[src/common/fpi_pkg.sv]
// constants shared by the flow pulse interpolator and its register block
// assumes a 200 MHz pclk and APB with 32-bit data
package fpi_pkg;
  localparam int unsigned CLK_MHZ = 200;
  // register byte offsets
  localparam logic [7:0] REG_CTRL = 8'h00;
  localparam logic [7:0] REG_STATUS = 8'h04;
  localparam logic [7:0] REG_ACTIVE = 8'h08;
  localparam logic [7:0] REG_POS = 8'h0C;
  // ctrl fields
  localparam int CTRL_OFFSET_REQ = 0;
  localparam int CTRL_CFG_FAULT = 1;
  localparam int CTRL_OVERLOAD = 2;
  localparam logic [31:0] CTRL_RESET = 32'h0000_0000;
  // status fields
  localparam int ST_DIR = 0;
  localparam int ST_SUPP = 1;
  localparam int ST_PICKUP = 2;
  localparam int ST_FREQ = 3;
  localparam int ST_GREEN = 4;
  localparam int ST_YELLOW = 5;
  localparam int ST_RED = 6;
  localparam int ST_FAULT = 7;
  // timing
  localparam int unsigned DEBOUNCE_US = 10;
  localparam int unsigned DEBOUNCE_CYC = DEBOUNCE_US * CLK_MHZ;
  localparam int unsigned FLASH_MS = 250;
  localparam int unsigned FLASH_CYC = FLASH_MS * 1000 * CLK_MHZ;
  localparam int unsigned PICKUP_MS = 500;
  localparam int unsigned PICKUP_CYC = PICKUP_MS * 1000 * CLK_MHZ;
  // fastest legal output: 100 kHz means quadrature step every 2.5 us
  localparam int unsigned FMAX_HZ = 100000;
  localparam int unsigned MIN_STEP_CYC = CLK_MHZ * 1000000 / (FMAX_HZ * 4);
  localparam int unsigned FACTOR_CNT = 10;
  localparam int unsigned QUARTERS_PER_GEAR = 4;
  typedef enum logic [1:0] {FPI_IDLE, FPI_RUN} fpi_state_t;
endpackage

[src/fpi_factor_rom.sv]
// factor lookup: selector position to output pulses per gear unit
// assumes a registered read, one cycle of latency
`timescale 1ns/1ps
module fpi_factor_rom
  import fpi_pkg::*;
(
  // clock
  input wire logic pclk,
  input wire logic presetn,
  // lookup
  input wire logic [3:0] sel,
  output logic [7:0] factor
);
  function automatic logic [7:0] fpi_lut(input logic [3:0] s);
    case (s)
      4'h0: fpi_lut = 8'h01;
      4'h1: fpi_lut = 8'h02;
      4'h2: fpi_lut = 8'h05;
      4'h3: fpi_lut = 8'h0A;
      4'h4: fpi_lut = 8'h19;
      4'h5: fpi_lut = 8'h20;
      4'h6: fpi_lut = 8'h32;
      4'h7: fpi_lut = 8'h40;
      4'h8: fpi_lut = 8'h64;
      4'h9: fpi_lut = 8'h80;
      default: fpi_lut = 8'h01; // unused positions fall back to 1
    endcase
  endfunction

  // registered read keeps the factor glitch-free
  always_ff @(posedge pclk or negedge presetn) begin
    if (!presetn) begin
      factor <= 8'h01;
    end else begin
      factor <= fpi_lut(sel);
    end
  end
endmodule

[src/fpi_core.sv]
// flow pulse interpolator with filter, quadrature outputs, leds, apb
// assumes sensor edges as one-cycle pulses synchronous to pclk
// assumes the key is a raw contact and every other pin is synchronous
// Summary of operation
// - direction switch read at reset selects preferred direction
// - jumper selects direction or fault output
// - ten interpolation factors from 1 to 128
// - factor loads only on acknowledge press; here it also loads once in the first cycle after reset
// - sixteen filter settings in quarter gears
// - filter setting loads on acknowledge press
// - net reverse motion, suppress until cleared; here backflow beyond the filter window is passed
// - normal green steady, offset mode flashes
// - five events, serious ones drive fault
// - red indicator mirrors fault output
// - offset warning: yellow flashes, green on
// - config fault: yellow red flash, pulse
// - pickup failure: red steady, fault high
// - overload: yellow red on, fault high
// - rate overrun: red flashes, fault pulses
// - two channels in quadrature
// - direction high positive, fault high/pulse
//
// Implementation choices: the address map and the APB register port.
`timescale 1ns/1ps
module fpi_core
  import fpi_pkg::*;
#(
  parameter int unsigned DEB_CYC = DEBOUNCE_CYC,
  parameter int unsigned FLASH_PERIOD = FLASH_CYC,
  parameter int unsigned PICKUP_TIMEOUT = PICKUP_CYC,
  parameter int unsigned MIN_STEP = MIN_STEP_CYC,
  parameter int unsigned SUB_STEPS = 128
)
(
  // apb
  input wire logic pclk,
  input wire logic presetn,
  input wire logic psel,
  input wire logic penable,
  input wire logic pwrite,
  input wire logic [7:0] paddr,
  input wire logic [31:0] pwdata,
  output logic [31:0] prdata,
  output logic pready,
  output logic pslverr,
  // switches and key
  input wire logic direction_pref_switch,
  input wire logic acknowledge_key,
  input wire logic [3:0] interp_factor_selector,
  input wire logic [3:0] filter_selector,
  input wire logic third_output_jumper,
  // sensor: one pulse per gear edge, with its direction
  input wire logic gear_edge,
  input wire logic gear_fwd,
  // outputs
  output logic chan_a,
  output logic chan_b,
  output logic flow_direction_out,
  output logic led_green,
  output logic led_yellow,
  output logic led_red
);
  // one gear edge is four quarters of filter window
  localparam logic signed [15:0] GEAR_QTR = 16'(QUARTERS_PER_GEAR);
  localparam logic signed [15:0] OFFSET_MAX = 16'sh7FFF;
  // software control
  logic [31:0] ctrl;
  // key path
  logic ack_s0, ack_s1, ack_stable, ack_pulse;
  logic [31:0] deb_cnt;
  // active settings
  logic [3:0] fsel_act, isel_act;
  logic [7:0] interp_factor;
  logic pref_pos;
  logic strap_taken;
  // filter, queue and indication state
  logic signed [15:0] offset_q;
  logic suppress;
  logic [15:0] pending;
  logic [1:0] quad_phase;
  logic [31:0] step_cnt;
  logic freq_err;
  logic [31:0] flash_cnt;
  logic flash;
  logic [31:0] pick_cnt;
  logic pickup_err;
  logic fault_pulse, fault_out;
  fpi_state_t state;
  logic dir_now;
  logic [15:0] limit;

  // strap captured by a clock edge after release, never by the reset itself
  // a switch moved while running takes effect only at the next reset
  always_ff @(posedge pclk or negedge presetn) begin
    if (!presetn) begin
      strap_taken <= 1'b0;
      pref_pos <= 1'b1;
    end else if (!strap_taken) begin
      strap_taken <= 1'b1;
      pref_pos <= direction_pref_switch;
    end
  end

  // two-stage synchroniser on the key
  // the key is a raw contact; only ack_s1 is read past this point
  always_ff @(posedge pclk or negedge presetn) begin
    if (!presetn) begin
      ack_s0 <= 1'b0;
      ack_s1 <= 1'b0;
    end else begin
      ack_s0 <= acknowledge_key;
      ack_s1 <= ack_s0;
    end
  end

  // debounce: level must hold DEB_CYC cycles; rising of the clean level
  // gives one pulse, so contact bounce never loads twice
  always_ff @(posedge pclk or negedge presetn) begin
    if (!presetn) begin
      deb_cnt <= 32'h0000_0000;
      ack_stable <= 1'b0;
      ack_pulse <= 1'b0;
    end else begin
      ack_pulse <= 1'b0;
      if (ack_s1 == ack_stable) begin
        deb_cnt <= 32'h0000_0000;
      end else if (deb_cnt >= DEB_CYC - 1) begin
        deb_cnt <= 32'h0000_0000;
        ack_stable <= ack_s1;
        ack_pulse <= ack_s1;
      end else begin
        deb_cnt <= deb_cnt + 32'h0000_0001;
      end
    end
  end

  // selectors are only loaded on a clean press, not while turning
  // the first cycle after reset takes the switches so the block starts set
  always_ff @(posedge pclk or negedge presetn) begin
    if (!presetn) begin
      isel_act <= 4'h0;
      fsel_act <= 4'h0;
      state <= FPI_IDLE;
    end else begin
      case (state)
        FPI_IDLE: begin
          isel_act <= interp_factor_selector;
          fsel_act <= filter_selector;
          state <= FPI_RUN;
        end
        FPI_RUN: begin
          // turning a selector alone changes nothing until a press
          if (ack_pulse) begin
            isel_act <= interp_factor_selector;
            fsel_act <= filter_selector;
          end
        end
        default: state <= FPI_IDLE;
      endcase
    end
  end

  // factor follows one cycle after the selector position loads
  fpi_factor_rom u_rom (
    .pclk(pclk),
    .presetn(presetn),
    .sel(isel_act),
    .factor(interp_factor)
  );

  // filter window in quarter gears; each gear edge counts four quarters
  // a filter of zero turns suppression off entirely
  assign limit = 16'(fsel_act);
  assign dir_now = gear_fwd ~^ pref_pos;

  // offset against the preferred direction, netted both ways
  always_ff @(posedge pclk or negedge presetn) begin
    if (!presetn) begin
      offset_q <= 16'sh0000;
    end else if (gear_edge) begin
      if (!dir_now) begin
        // saturate so a long reverse run can never wrap the sign
        if (offset_q <= OFFSET_MAX - GEAR_QTR) begin
          offset_q <= offset_q + GEAR_QTR;
        end
      end else if (offset_q > 16'sh0000) begin
        offset_q <= offset_q - GEAR_QTR;
      end
    end
  end

  // outputs held back while reverse offset is outstanding
  // backflow beyond the window is passed rather than held forever
  assign suppress = (offset_q > 16'sh0000) && (fsel_act != 4'h0) &&
                    (16'(offset_q) <= limit + 16'(GEAR_QTR));

  // each passing gear edge queues interp_factor quadrature steps
  // steps leave MIN_STEP cycles apart; edges faster than that grow the
  // queue, and the next edge that finds it busy raises freq_err
  always_ff @(posedge pclk or negedge presetn) begin
    if (!presetn) begin
      pending <= 16'h0000;
      step_cnt <= 32'h0000_0000;
      quad_phase <= 2'b00;
      freq_err <= 1'b0;
    end else begin
      if (step_cnt != 32'h0000_0000) begin
        step_cnt <= step_cnt - 32'h0000_0001;
      end
      if (gear_edge && dir_now && !suppress) begin
        // a new edge with steps still queued means the rate is too high
        freq_err <= pending > 16'h0000;
        pending <= pending + {8'h00, interp_factor} -
                   ((pending != 16'h0000 && step_cnt == 32'h0000_0000) ?
                    16'h0001 : 16'h0000);
      end else if (pending != 16'h0000 && step_cnt == 32'h0000_0000) begin
        pending <= pending - 16'h0001;
      end
      if (pending != 16'h0000 && step_cnt == 32'h0000_0000) begin
        step_cnt <= MIN_STEP - 1;
        quad_phase <= pref_pos ? quad_phase + 2'b01 : quad_phase - 2'b01;
      end
    end
  end

  // gray sequence: b leads a by a quarter period when counting up
  // registered so the pins never glitch between phases
  always_ff @(posedge pclk or negedge presetn) begin
    if (!presetn) begin
      chan_a <= 1'b0;
      chan_b <= 1'b0;
    end else begin
      chan_a <= quad_phase[1];
      chan_b <= quad_phase[1] ^ quad_phase[0];
    end
  end

  // pickup watchdog: no gear edge for a long time while steps were due
  // overload masks it so a flow peak is not taken for a dead sensor
  always_ff @(posedge pclk or negedge presetn) begin
    if (!presetn) begin
      pick_cnt <= 32'h0000_0000;
      pickup_err <= 1'b0;
    end else if (gear_edge) begin
      pick_cnt <= 32'h0000_0000;
      pickup_err <= 1'b0;
    end else if (ctrl[CTRL_OVERLOAD] == 1'b0 && pending != 16'h0000) begin
      if (pick_cnt >= PICKUP_TIMEOUT - 1) begin
        pickup_err <= 1'b1;
      end else begin
        pick_cnt <= pick_cnt + 32'h0000_0001;
      end
    end
  end

  // flash clock shared by leds and pulsing fault
  // one counter keeps every blinking signal in step
  always_ff @(posedge pclk or negedge presetn) begin
    if (!presetn) begin
      flash_cnt <= 32'h0000_0000;
      flash <= 1'b0;
    end else if (flash_cnt >= FLASH_PERIOD - 1) begin
      flash_cnt <= 32'h0000_0000;
      flash <= ~flash;
    end else begin
      flash_cnt <= flash_cnt + 32'h0000_0001;
    end
  end

  // event priority: config fault, pickup, overload, frequency, offset
  // one message shows at a time; the most harmful one wins
  assign fault_pulse = ctrl[CTRL_CFG_FAULT] ||
                       (freq_err && !pickup_err && !ctrl[CTRL_OVERLOAD]);
  always_comb begin
    // defaults are the normal operating picture
    fault_out = 1'b0;
    led_green = 1'b1;
    led_yellow = 1'b0;
    led_red = 1'b0;
    if (ctrl[CTRL_CFG_FAULT]) begin
      led_green = 1'b0;
      led_yellow = flash;
      fault_out = flash;
    end else if (pickup_err) begin
      fault_out = 1'b1;
    end else if (ctrl[CTRL_OVERLOAD]) begin
      led_green = 1'b0;
      led_yellow = 1'b1;
      fault_out = 1'b1;
    end else if (fault_pulse) begin
      led_yellow = 1'b1;
      fault_out = flash;
    end else if (ctrl[CTRL_OFFSET_REQ]) begin
      led_yellow = flash;
    end else if (suppress) begin
      led_green = flash;
    end
    // red is wired to the fault signal so the two never disagree
    led_red = fault_out;
  end

  // third output: direction level or fault signal
  // registered, so it trails the red led by one clock
  always_ff @(posedge pclk or negedge presetn) begin
    if (!presetn) begin
      flow_direction_out <= 1'b0;
    end else if (third_output_jumper) begin
      flow_direction_out <= fault_out;
    end else begin
      flow_direction_out <= gear_fwd;
    end
  end

  // apb: zero wait states, unmapped reads zero with error
  // ctrl stands in for the conditions no sensor here can detect
  assign pready = 1'b1;
  always_ff @(posedge pclk or negedge presetn) begin
    if (!presetn) begin
      ctrl <= CTRL_RESET;
    end else if (psel && penable && pwrite && paddr == REG_CTRL) begin
      ctrl <= {29'h0, pwdata[2:0]};
    end
  end
  // reads have no side effects, so any order of access is safe
  always_comb begin
    prdata = 32'h0000_0000;
    pslverr = 1'b0;
    if (paddr == REG_CTRL) begin
      prdata = ctrl;
    end else if (paddr == REG_STATUS) begin
      prdata = {24'h0, fault_out, led_red, led_yellow, led_green,
                freq_err, pickup_err, suppress, pref_pos};
    end else if (paddr == REG_ACTIVE) begin
      prdata = {16'h0, interp_factor, fsel_act, isel_act};
    end else if (paddr == REG_POS) begin
      prdata = {16'h0, pending};
    end else begin
      // flagged only in the access phase, as the bus expects
      pslverr = psel && penable;
    end
  end
endmodule

[config.mk]
export PLATFORM = sky130hd
export DESIGN_NAME = fpi_core
export DESIGN_NICKNAME = d
export VERILOG_FILES = /design/src/common/fpi_pkg.sv /design/src/fpi_factor_rom.sv /design/src/fpi_core.sv
export SDC_FILE = /design/constraint.sdc
export NUM_CORES = 1
export LEC_CHECK = 0
export BUFFER_PORTS_ARGS = -buffer_cell sky130_fd_sc_hd__clkbuf_2
export CORE_MARGIN = 2
export CORE_UTILIZATION = 54
export CTS_CLUSTER_SIZE = 14
export DETAILED_ROUTE_END_ITERATION = 6
export GPL_ROUTABILITY_DRIVEN = 0
export MAX_ROUTING_LAYER = met4
export PLACE_DENSITY = 0.84
export SLEW_MARGIN = 15
export SYNTH_ARGS = -nofsm -noshare
export SYNTH_HDL_FRONTEND = slang
export SYNTH_SLANG_ARGS = --single-unit
[constraint.sdc]
create_clock -name pclk -period 3.9 [get_ports pclk]
set_input_delay 0.39 -clock pclk [delete_from_list [all_inputs] [get_ports pclk]]
set_output_delay 0.39 -clock pclk [all_outputs]
set_load 0.02 [all_outputs]
* Word-level counts from Yosys, hierarchy flattened
Memory sizes are Yosys's and may differ from the RTL's. A register that Yosys moved wholly into a read port is not among the register bits.
Index checks and enable logic that the tools add are counted.
** Word-level totals
- Logic and storage cells :: 138
- Memories kept :: 1
- Output and inout port bits :: 40
- Bits of input ports :: 58
- Register bits after elaboration :: 187
- Bits in latches :: 0
- Bits in read-only memories :: 128
- Bits in writable memories :: 0
** Cells by class
- Magnitude comparators :: 7
- Multipliers :: 0
- Div/mod/pow operators :: 0
- Reductions and logical operators :: 33
- Equality and inequality tests :: 8
- Add/subtract/negate cells :: 12
- Multiplexer cells :: 49
- Bitwise operators :: 5
- Shift-type cells :: 0
** Memory list
- (name not given) :: depth 16, bits a word 8, rd ports 1, clocked after Yosys merged registers in 1, wr ports 0, line fpi_factor_rom.sv:15 : case (s)
** Operator list (count)
- 32-bit 2-to-1 mux :: 8
- 16-bit 2-to-1 mux :: 9
- 32-bit by 1-bit adder with 32-bit output, second input constant :: 3
- 32-bit by 11-bit >= comparator with 1-bit output, second input constant :: 1
- 32-bit by 26-bit >= comparator with 1-bit output, second input constant :: 1
- 32-bit by 27-bit >= comparator with 1-bit output, second input constant :: 1
- 16-bit by 1-bit > comparator with 1-bit output, second input constant :: 2
- 32-bit zero test :: 1
- 32-bit nonzero test :: 1
- 32-bit by 1-bit subtractor with 32-bit output, second input constant :: 1
- 1-bit 2-to-1 mux :: 26
- 16-bit by 4-bit adder with 16-bit output, second input constant :: 1
- 16-bit by 8-bit adder with 16-bit output :: 1
- 8-bit by 4-bit == test with 1-bit output, second input constant :: 2
- 16-bit <= comparator, second input constant :: 1
- 16-bit by 5-bit <= comparator with 1-bit output :: 1
- 4-bit case mux with 2 select lines :: 2
- 16-bit nonzero test :: 1
- 16-bit by 1-bit subtractor with 16-bit output :: 1
- 16-bit by 1-bit subtractor with 16-bit output, second input constant :: 1
- 16-bit by 4-bit subtractor with 16-bit output, second input constant :: 1
- 2-bit nonzero test :: 6
- 1-bit logical AND :: 11
- 8-bit by 3-bit == test with 1-bit output, second input constant :: 1
- other kinds (20) :: 30

* Depth between registers and ports, before layout
Gate-level depths: netlist of run 1.
- Word-level depth :: 11
- Gate-level depth with buffers :: 19
- Mapped depth without buffers :: 19

* By module
Synthesis of run 1 repeated with hierarchy kept, for this count alone.
** Second synthesis, totals
- Cells, all modules :: 1087
- Area total of the unflattened synthesis :: 10610.2 sq um
** By module, submodules not included
- fpi_core :: cells each 1055, area each 10211.0 sq um, sequential area each 4605.7 sq um, instances 1
- fpi_factor_rom :: cells each 32, area each 399.1 sq um, sequential area each 201.4 sq um, instances 1

* Worst setup path after synthesis of run 1
OpenSTA, ideal clock, no wires.
- Kind :: reg2reg
- Start :: register step_cnt[18]
- End :: register pending[14]
- Setup time :: 0.082 ns
- Data required time :: 3.818 ns
- Period minus slack after synthesis :: 4.061 ns
- Arrival :: 3.979 ns
- Slack :: -0.161 ns
- Cell stages (with the launch flop) :: 18
- Cell sequence :: dfrtp_1 -> or4_1 -> or4_1 -> nor4_4 -> nand2_2 -> inv_2 -> ha_1 -> inv_1 -> ha_1 -> inv_1 -> fa_1 -> nor2b_1 -> o31a_1 -> o211ai_1 -> a21oi_1 -> o211ai_1 -> a21o_1 -> a31oi_1
** On the way
- Word-level cells in the longest chain between the ends :: 5
- Elaborated cells on any way between the ends :: 6
- Those cells by class :: add/sub: 1; mux: 2; reduce/logical: 3
** Ends and longest elaborated chain
- from (decl) :: line fpi_core.sv:81 : logic [31:0] step_cnt;
- from (signal assigned) :: line fpi_core.sv:208 : step_cnt <= step_cnt - 32'h0000_0001;
- from (signal assigned) :: line fpi_core.sv:220 : step_cnt <= MIN_STEP - 1;
- 32-bit zero test (*) :: line fpi_core.sv:214, fpi_core.sv:216
- 1-bit logical AND (*) :: line fpi_core.sv:214, fpi_core.sv:216
- 1-bit 2-to-1 mux :: line fpi_core.sv:214 : ((pending != 16'h0000 && step_cnt == 32'h0000_0000) ?
- 16-bit by 1-bit subtractor with 16-bit output :: line fpi_core.sv:213 : pending <= pending + {8'h00, interp_factor} -
- 16-bit 2-to-1 mux :: line fpi_core.sv:210 : if (gear_edge && dir_now && !suppress) begin
- to (signal assigned) :: line fpi_core.sv:213
- to (signal assigned) :: line fpi_core.sv:217 : pending <= pending - 16'h0001;
- to (decl) :: line fpi_core.sv:79 : logic [15:0] pending;
Mark *: on every way between the ends. The rest lies on a longest branch, timed or not.
A chain may end at the register's enable or synchronous reset.

* Worst setup path after layout of run 1
Same ends and word-level chain as after synthesis.

==> flow_metrics.py, run 1 <==
metrics = {
    "status": {
        "status": "complete, no violations",
    },
    "global_route": {
        "grt_max_degree": 116,
        "grt_pass1_vias": 8203,
        "antenna_found_initial": 1,
        "track_usage": 0.236,
        "grt_pass1_wl_mm": 37.7,
        "overflow": 0,
    },
    "drt": {
        "first_iter_violations": 503,
        "drcViolationCount": 0,
        "routed_via_density": 5.41,
        "ant_nets": 0,
        "drt-wirelength-per-cell_um": 14.9,
        "firstDrtPassIters": 5,
        "vias": 8018,
        "routed_wl_mm": 22.1,
    },
    "setup_path": {
        "worst_setup_path_end_kind": "flop",
        "path_max_fanout": 3,
        "required_ps": 4260,
        "critPathLaunchType": "flop",
        "crit_type": "flop to flop",
        "critPathArrivalTime_ps": 4230,
    },
    "clock_tree": {
        "root_buffer": "clkbuf_16",
        "path_clk_slew_ps": 70,
        "htreeDepth": 4,
        "cts_tree": "yes",
        "cts_sinks": 192,
        "clk_latency_ps": 440,
        "cts_inserted_buffers": 17,
        "clockBufferDepth": 2,
    },
    "placed_design": {
        "io_buffers": 51,
        "dp_hpwl_mm": 15.9,
    },
    "synthesis": {
        "avgSynthCellArea_um2": 9.73,
        "yosysSeqAreaShare": 0.454,
        "synth_cells": 1089,
        "yosys_warnings": 0,
        "ys_ff_latch": 192,
        "synth_ff_type": "dfrtp_1",
        "netlist_area_mm2": 0.0106,
        "synth_async_sr_flop_share": 1.00,
        "synthDistinctLibCells": 63,
        "synth_edf_count": 0,
    },
    "power_and_ir_drop": {
        "leakage_nw": 5.61,
        "peakVddDrop_v": 0.000557,
        "power.density_mw_per_mm2": 581,
        "power_mw": 7.02,
    },
    "floorplan": {
        "chipHeight_um": 144,
        "die_area_mm2": 0.0208,
        "coreArea_mm2": 0.0193,
        "ios": 98,
        "initial_utilization": 0.548,
        "die_w_um": 144,
        "rows": 51,
    },
    "job": {
        "cap_violations": 0,
    },
    "timing": {
        "final_hold_viol_count": 0,
        "maxSlewViolCount": 0,
        "period_needed_ps": 3870,
        "fmax_mhz": 258,
        "tightest_slew_ps": 1070,
        "finalSetupViolCount": 0,
        "fin_skew_ps": 12.3,
        "rsz0062_at_grt": "yes",
        "fin_crit_sh": 0.993,
        "hold_ws_ps": 41.9,
        "slew_headroom": 0.287,
    },
    "final_layout": {
        "area_growth_pct": 14.0,
        "finalNetCount": 1324,
        "layout-drive-gt1-share": 0.142,
    },
    "min_path": {
        "min_path_type": "primary input to asynchronous set/reset pin",
    },
}
## report_power, final
part	leakage (nW)	switching (mW)	internal (mW)
logic	2.86	1.55	1.30
registers	2.46	0.255	2.20
clock network	0.280	0.838	0.868
total	5.61	2.65	4.38
## final cells by class
type,count,area (um2)
Inverter,72,273
Tap cell,265,332
Antenna cell,1,2.50
Fill cell,1506,7260
Sequential cell,192,4810
Timing Repair Buffer,87,547
Multi-Input combinational cell,833,5540
Clock buffer,18,439
Clock inverter,13,138
## sequential cells by signal, indices dropped and copies added, names as in the netlist, 2 cells and up
name          cells
isel_act          4
offset_q         14
u_rom.factor      8
fsel_act          4
flash_cnt        32
pick_cnt         32
quad_phase        2
ctrl              3
step_cnt         32
pending          16
deb_cnt          32
## metrics by stage
| step | TNS, ps | utilization | cells | setup WS [ps] | cell area [um2] |
|---|---|---|---|---|---|
| after floorplan | -356 | - | 1133 | -125 | 10800 |
| after global placement | -102 | 0.592 | 1446 | -39.7 | 11500 |
| after detailed placement | -415 | 0.592 | 1446 | -122 | 11500 |
| after CTS | 0 | 0.623 | 1478 | 5.51 | 12000 |
| after global routing | -177 | 0.625 | 1481 | -97.3 | 12100 |
| final | 0 | 0.625 | 1481 | 27.4 | 12100 |
## path summary, 6_finish.rpt
check                                startpoint          end  slack (ps)  cells after the start
worst max-delay path               step_cnt[18]  pending[14]          30                     17
worst min-delay path                    presetn   pending[5]          40                      1
worst max register to register     step_cnt[18]  pending[14]          30                     17
worst min register to register           ack_s0       ack_s1         360                      0
max in group asynchronous               presetn     pref_pos        2920                      2
min in group pclk               acknowledge_key       ack_s0          60                      1
## timing repair
item / CTS / global route
resized for setup: 2 / 6
pin swaps: 3 / 6
setup buffers: 1 / 2
hold buffers: 0 / 0
setup endpoints to repair: 5 / 7
## critical path, stage by stage, from the launching register on
cell	delay (ps)
dfrtp_1	400
or4_4	540
or4_4	440
nor4_4	330
nand2_2	130
inv_4	80
ha_4	200
inv_2	60
ha_4	120
inv_2	40
fa_2	380
nor2b_2	130
o31a_1	170
o211ai_1	140
a21oi_2	200
o211ai_1	120
a21o_1	180
a31oi_1	150
## kinds of logic after synthesis
logic type                 synth area share
AOI/OAI and AO/OA                    0.0855
xor gates and xnor gates             0.0992
adders and majority gates            0.0758
buffers and inverters                0.0450
DFF                                   0.454
muxes                                0.0429
other                              0.000709
and+or+nand+nor                       0.197
## cells in the mapped netlist, types with 3 or more instances
cell type  number  area [um2]
dfrtp_1       190        4750
nor2_1        148         556
xnor2_1        75         657
inv_1          71         267
nand2_1        71         267
ha_1           61         763
nor3_1         45         225
xor2_1         45         394
nand3_1        37         185
a21oi_1        36         180
o21ai_0        34         170
mux2_2         21         236
and3_1         19         119
buf_4          17         128
clkbuf_1       16        60.1
mux2i_1        15         150
nand4_1        15        93.8
nor4_1         13        81.3
nor2b_1        12        75.1
a21o_1         10        75.1
or4_1          10        75.1
and2_1          9        56.3
and4_1          9        78.8
o21a_1          9        67.6
a211oi_1        7        52.6
o21ai_1         7        35.0
or3_1           7        43.8
a31oi_1         6        37.5
o211ai_1        6        45.0
o21bai_1        6        45.0
nand2b_1        5        31.3
or2_2           4        25.0
a22o_1          3        26.3
a22oi_1         3        22.5
mux4_2          3        67.6
nor3b_1         3        22.5
or4_4           3        33.8
## layer usage
| metal | wire, um | GRT usage | up-vias | part of all wire |
|---|---|---|---|---|
| met1 | 9720 | 0.284 | 3872 | 0.44 |
| met2 | 10900 | 0.395 | 174 | 0.49 |
| met3 | 923 | 0.0467 | 53 | 0.042 |
| met5 | 0 | - | - | 0 |
| li1 | - | - | 3919 | - |
| met4 | 588 | 0.0888 | 0 | 0.027 |
## cells in the final DEF, fill, tap and decap left out, drive strengths merged, types with 4 or more instances in the layout
cell type / count
and2: 9
or3: 7
conb: 46
nand2b: 5
and3: 19
dfrtp: 190
clkinv: 4
nor3: 47
nor4: 15
nand2: 72
or2: 4
a21o: 10
xor2: 45
and4: 9
nor2: 149
xnor2: 75
clkbuf: 69
buf: 36
a211oi: 8
ha: 61
nor2b: 12
mux2i: 15
mux2: 21
o21bai: 6
inv: 79
o21ai: 41
or4: 13
nand3: 37
a21oi: 36
o211ai: 6
a31oi: 6
nand4: 15
o21a: 9
Power figures use the tool's default switching activity.
==> run 2, diff against run 1 <==
--- a/config.mk
+++ b/config.mk
@@ -6,6 +6,7 @@
 export NUM_CORES = 1
 export LEC_CHECK = 0
 export BUFFER_PORTS_ARGS = -buffer_cell sky130_fd_sc_hd__clkbuf_2
+export CORE_ASPECT_RATIO = 0.6
 export CORE_MARGIN = 2
 export CORE_UTILIZATION = 54
 export CTS_CLUSTER_SIZE = 14
==> run 2 against run 1 <==
  * The flow now finishes with violations (negative hold slack, negative setup slack)
  * Via count rose by 1.4%
  * Global-route usage grew 0.75 points
  * Count of clock-buffer cells in the layout fell by 1
  * First-iteration DRC count grew 15%
  * Core utilization increased by 0.48 points
  * Non-clock buffer count fell by 7
  * Total power grew 1.5%
  * Critical path type unchanged
  * Highest routed layer unchanged
==> flow_metrics.py, run 2 (same netlist as run 1, synthesis figures left out) <==
metrics = {
    "clock_tree": {
        "clk_latency_ps": 450,
        "path_clk_slew_ps": 70,
        "cts_tree": "yes",
        "htreeDepth": 4,
        "cts_sinks": 192,
        "cts_inserted_buffers": 17,
        "clockBufferDepth": 2,
        "root_buffer": "clkbuf_16",
    },
    "timing": {
        "tightest_slew_ps": 1080,
        "hold_ws_ps": -9.31,
        "fin_crit_sh": 1.01,
        "tns_ps": -39.6,
        "rsz0062_at_grt": "yes",
        "maxSlewViolCount": 0,
        "fin_skew_ps": 18.5,
        "fmax_mhz": 254,
        "worst_slack_ps": -39.6,
        "period_needed_ps": 3940,
        "slew_headroom": 0.277,
        "final_hold_viol_count": 2,
        "finalSetupViolCount": 1,
    },
    "placed_design": {
        "io_buffers": 51,
        "dp_hpwl_mm": 16.8,
    },
    "job": {
        "cap_violations": 0,
    },
    "final_layout": {
        "area_growth_pct": 13.7,
        "finalNetCount": 1317,
        "insertedDiodeCount": 0,
        "mostFrequentLayoutCells": "dfrtp_1 (190), nor2_1 (148), xnor2_1 (74)",
        "final_common_cell": "dfrtp_1",
        "layout-drive-gt1-share": 0.140,
        "fillers": 1525,
    },
    "setup_path": {
        "critPathArrivalTime_ps": 4300,
        "critPathLaunchType": "flop",
        "r2r_start": "step_cnt[18]",
        "r2r_end": "pending[14]",
        "path_max_fanout": 3,
        "worst_setup_path_end_kind": "flop",
        "r2r_slack_ps": -40,
        "crit_type": "flop to flop",
        "reg2reg_depth": 17,
        "required_ps": 4260,
    },
    "status": {
        "failed_checks": "negative hold slack, negative setup slack",
        "status": "finished with violations",
    },
    "drt": {
        "routed_via_density": 5.51,
        "drcViolationCount": 0,
        "ant_nets": 0,
        "first_iter_violations": 577,
        "drt-wirelength-per-cell_um": 15.7,
        "firstDrtPassIters": 5,
        "vias": 8128,
        "routed_wl_mm": 23.2,
    },
    "global_route": {
        "grt_pass1_vias": 7865,
        "antenna_found_initial": 0,
        "overflow": 0,
        "grt_max_degree": 102,
        "grt_pass1_wl_mm": 38.9,
        "track_usage": 0.243,
    },
    "power_and_ir_drop": {
        "p_seq_frac": 0.349,
        "internal_power_mw": 4.41,
        "pwr-share-comb": 0.410,
        "p_sw_mw": 2.71,
        "power.density_mw_per_mm2": 592,
        "peakVddDrop_v": 0.000529,
        "leakage_nw": 5.57,
        "power_frac_clock": 0.241,
        "swShare": 0.381,
    },
    "floorplan": {
        "die_area_mm2": 0.0208,
        "rows": 39,
        "initial_utilization": 0.554,
        "coreArea_mm2": 0.0191,
        "die_w_um": 185,
        "ios": 98,
        "chipHeight_um": 113,
    },
    "min_path": {
        "min_path_type": "primary input to asynchronous set/reset pin",
    },
}
## run 2: changes by cell type in the layout (fill, tap and decap cells not counted), sizes merged
cell / delta
clkinvlp: +1
diode: -1
bufinv: +1
clkbuf: -1
buf: -7
## run 2: worst max-delay path by stage
stage / startpoint / endpoint / slack, ps / cells past startpoint
2_1_floorplan: step_cnt[14] / pending[14] / -130 / 17
3_3_place_gp: step_cnt[11] / pending[14] / 7 / 17
3_5_place_dp: step_cnt[15] / pending[14] / -100 / 17
4_1_cts: step_cnt[18] / pending[14] / -10 / 17
5_1_grt: step_cnt[19] / pending[14] / -140 / 17
6_report: step_cnt[18] / pending[14] / -40 / 17
## run 2: what timing repair did
action                     CTS  global route
buffers inserted             0             4
pin swaps                    4             3
setup endpoints to repair    6             6
hold endpoints to repair     0             0
gates resized for setup      4             8
hold buffers                 0             0
## run 2: through the flow
| stage | instances | utilization | area [um2] | setup WS [ps] | total power [mW] |
|---|---|---|---|---|---|
| after detailed placement | 1439 | 0.596 | 11400 | -102 | 5.25 |
| after global routing | 1475 | 0.630 | 12000 | -138 | 7.57 |
| after global placement | 1439 | 0.596 | 11400 | 7.19 | 5.13 |
| final | 1475 | 0.630 | 12000 | -39.6 | 7.13 |
| after CTS | 1471 | 0.626 | 12000 | -11.8 | 7.04 |
| after floorplan | 1133 | - | 10800 | -125 | 4.55 |
## run 2: per-layer routing
layer / part of all wire / GRT usage / up-vias / routed length (um)
met5: 0 / - / - / 0
met4: 0.019 / 0.0810 / 0 / 437
met3: 0.062 / 0.0445 / 46 / 1430
met2: 0.43 / 0.341 / 234 / 9980
met1: 0.49 / 0.357 / 3951 / 11300
li1: - / - / 3897 / -
## run 2: layout make-up
class                           count  area [um2]  area share
Multi-Input combinational cell    833        5560       0.462
Clock inverter                     15         150      0.0125
Inverter                           72         273      0.0227
Clock buffer                       17         425      0.0353
Timing Repair Buffer               80         494      0.0410
Tap cell                          266         333      0.0276
Sequential cell                   192        4810       0.399
## run 2: critical path: stages, from the launching register on
cell and delay [ps]:
dfrtp_1 410, or4_4 540, or4_4 440, nor4_4 320
nand2_2 120, inv_4 70, ha_4 190, inv_2 60
ha_4 140, inv_2 40, fa_2 390, nor2b_4 130
o31a_1 160, o211ai_1 170, a21oi_2 200, o211ai_1 120
a21o_1 180, a31oi_1 170
## run 2: power by group through the flow
stage,registers (mW),clock network [mW],logic [mW]
4_1_cts,2.47,1.75,2.81
5_1_grt,2.51,1.84,3.23
3_3_place_gp,2.49,0,2.63
2_1_floorplan,2.41,0,2.14
3_5_place_dp,2.51,0,2.74
6_report,2.48,1.72,2.92
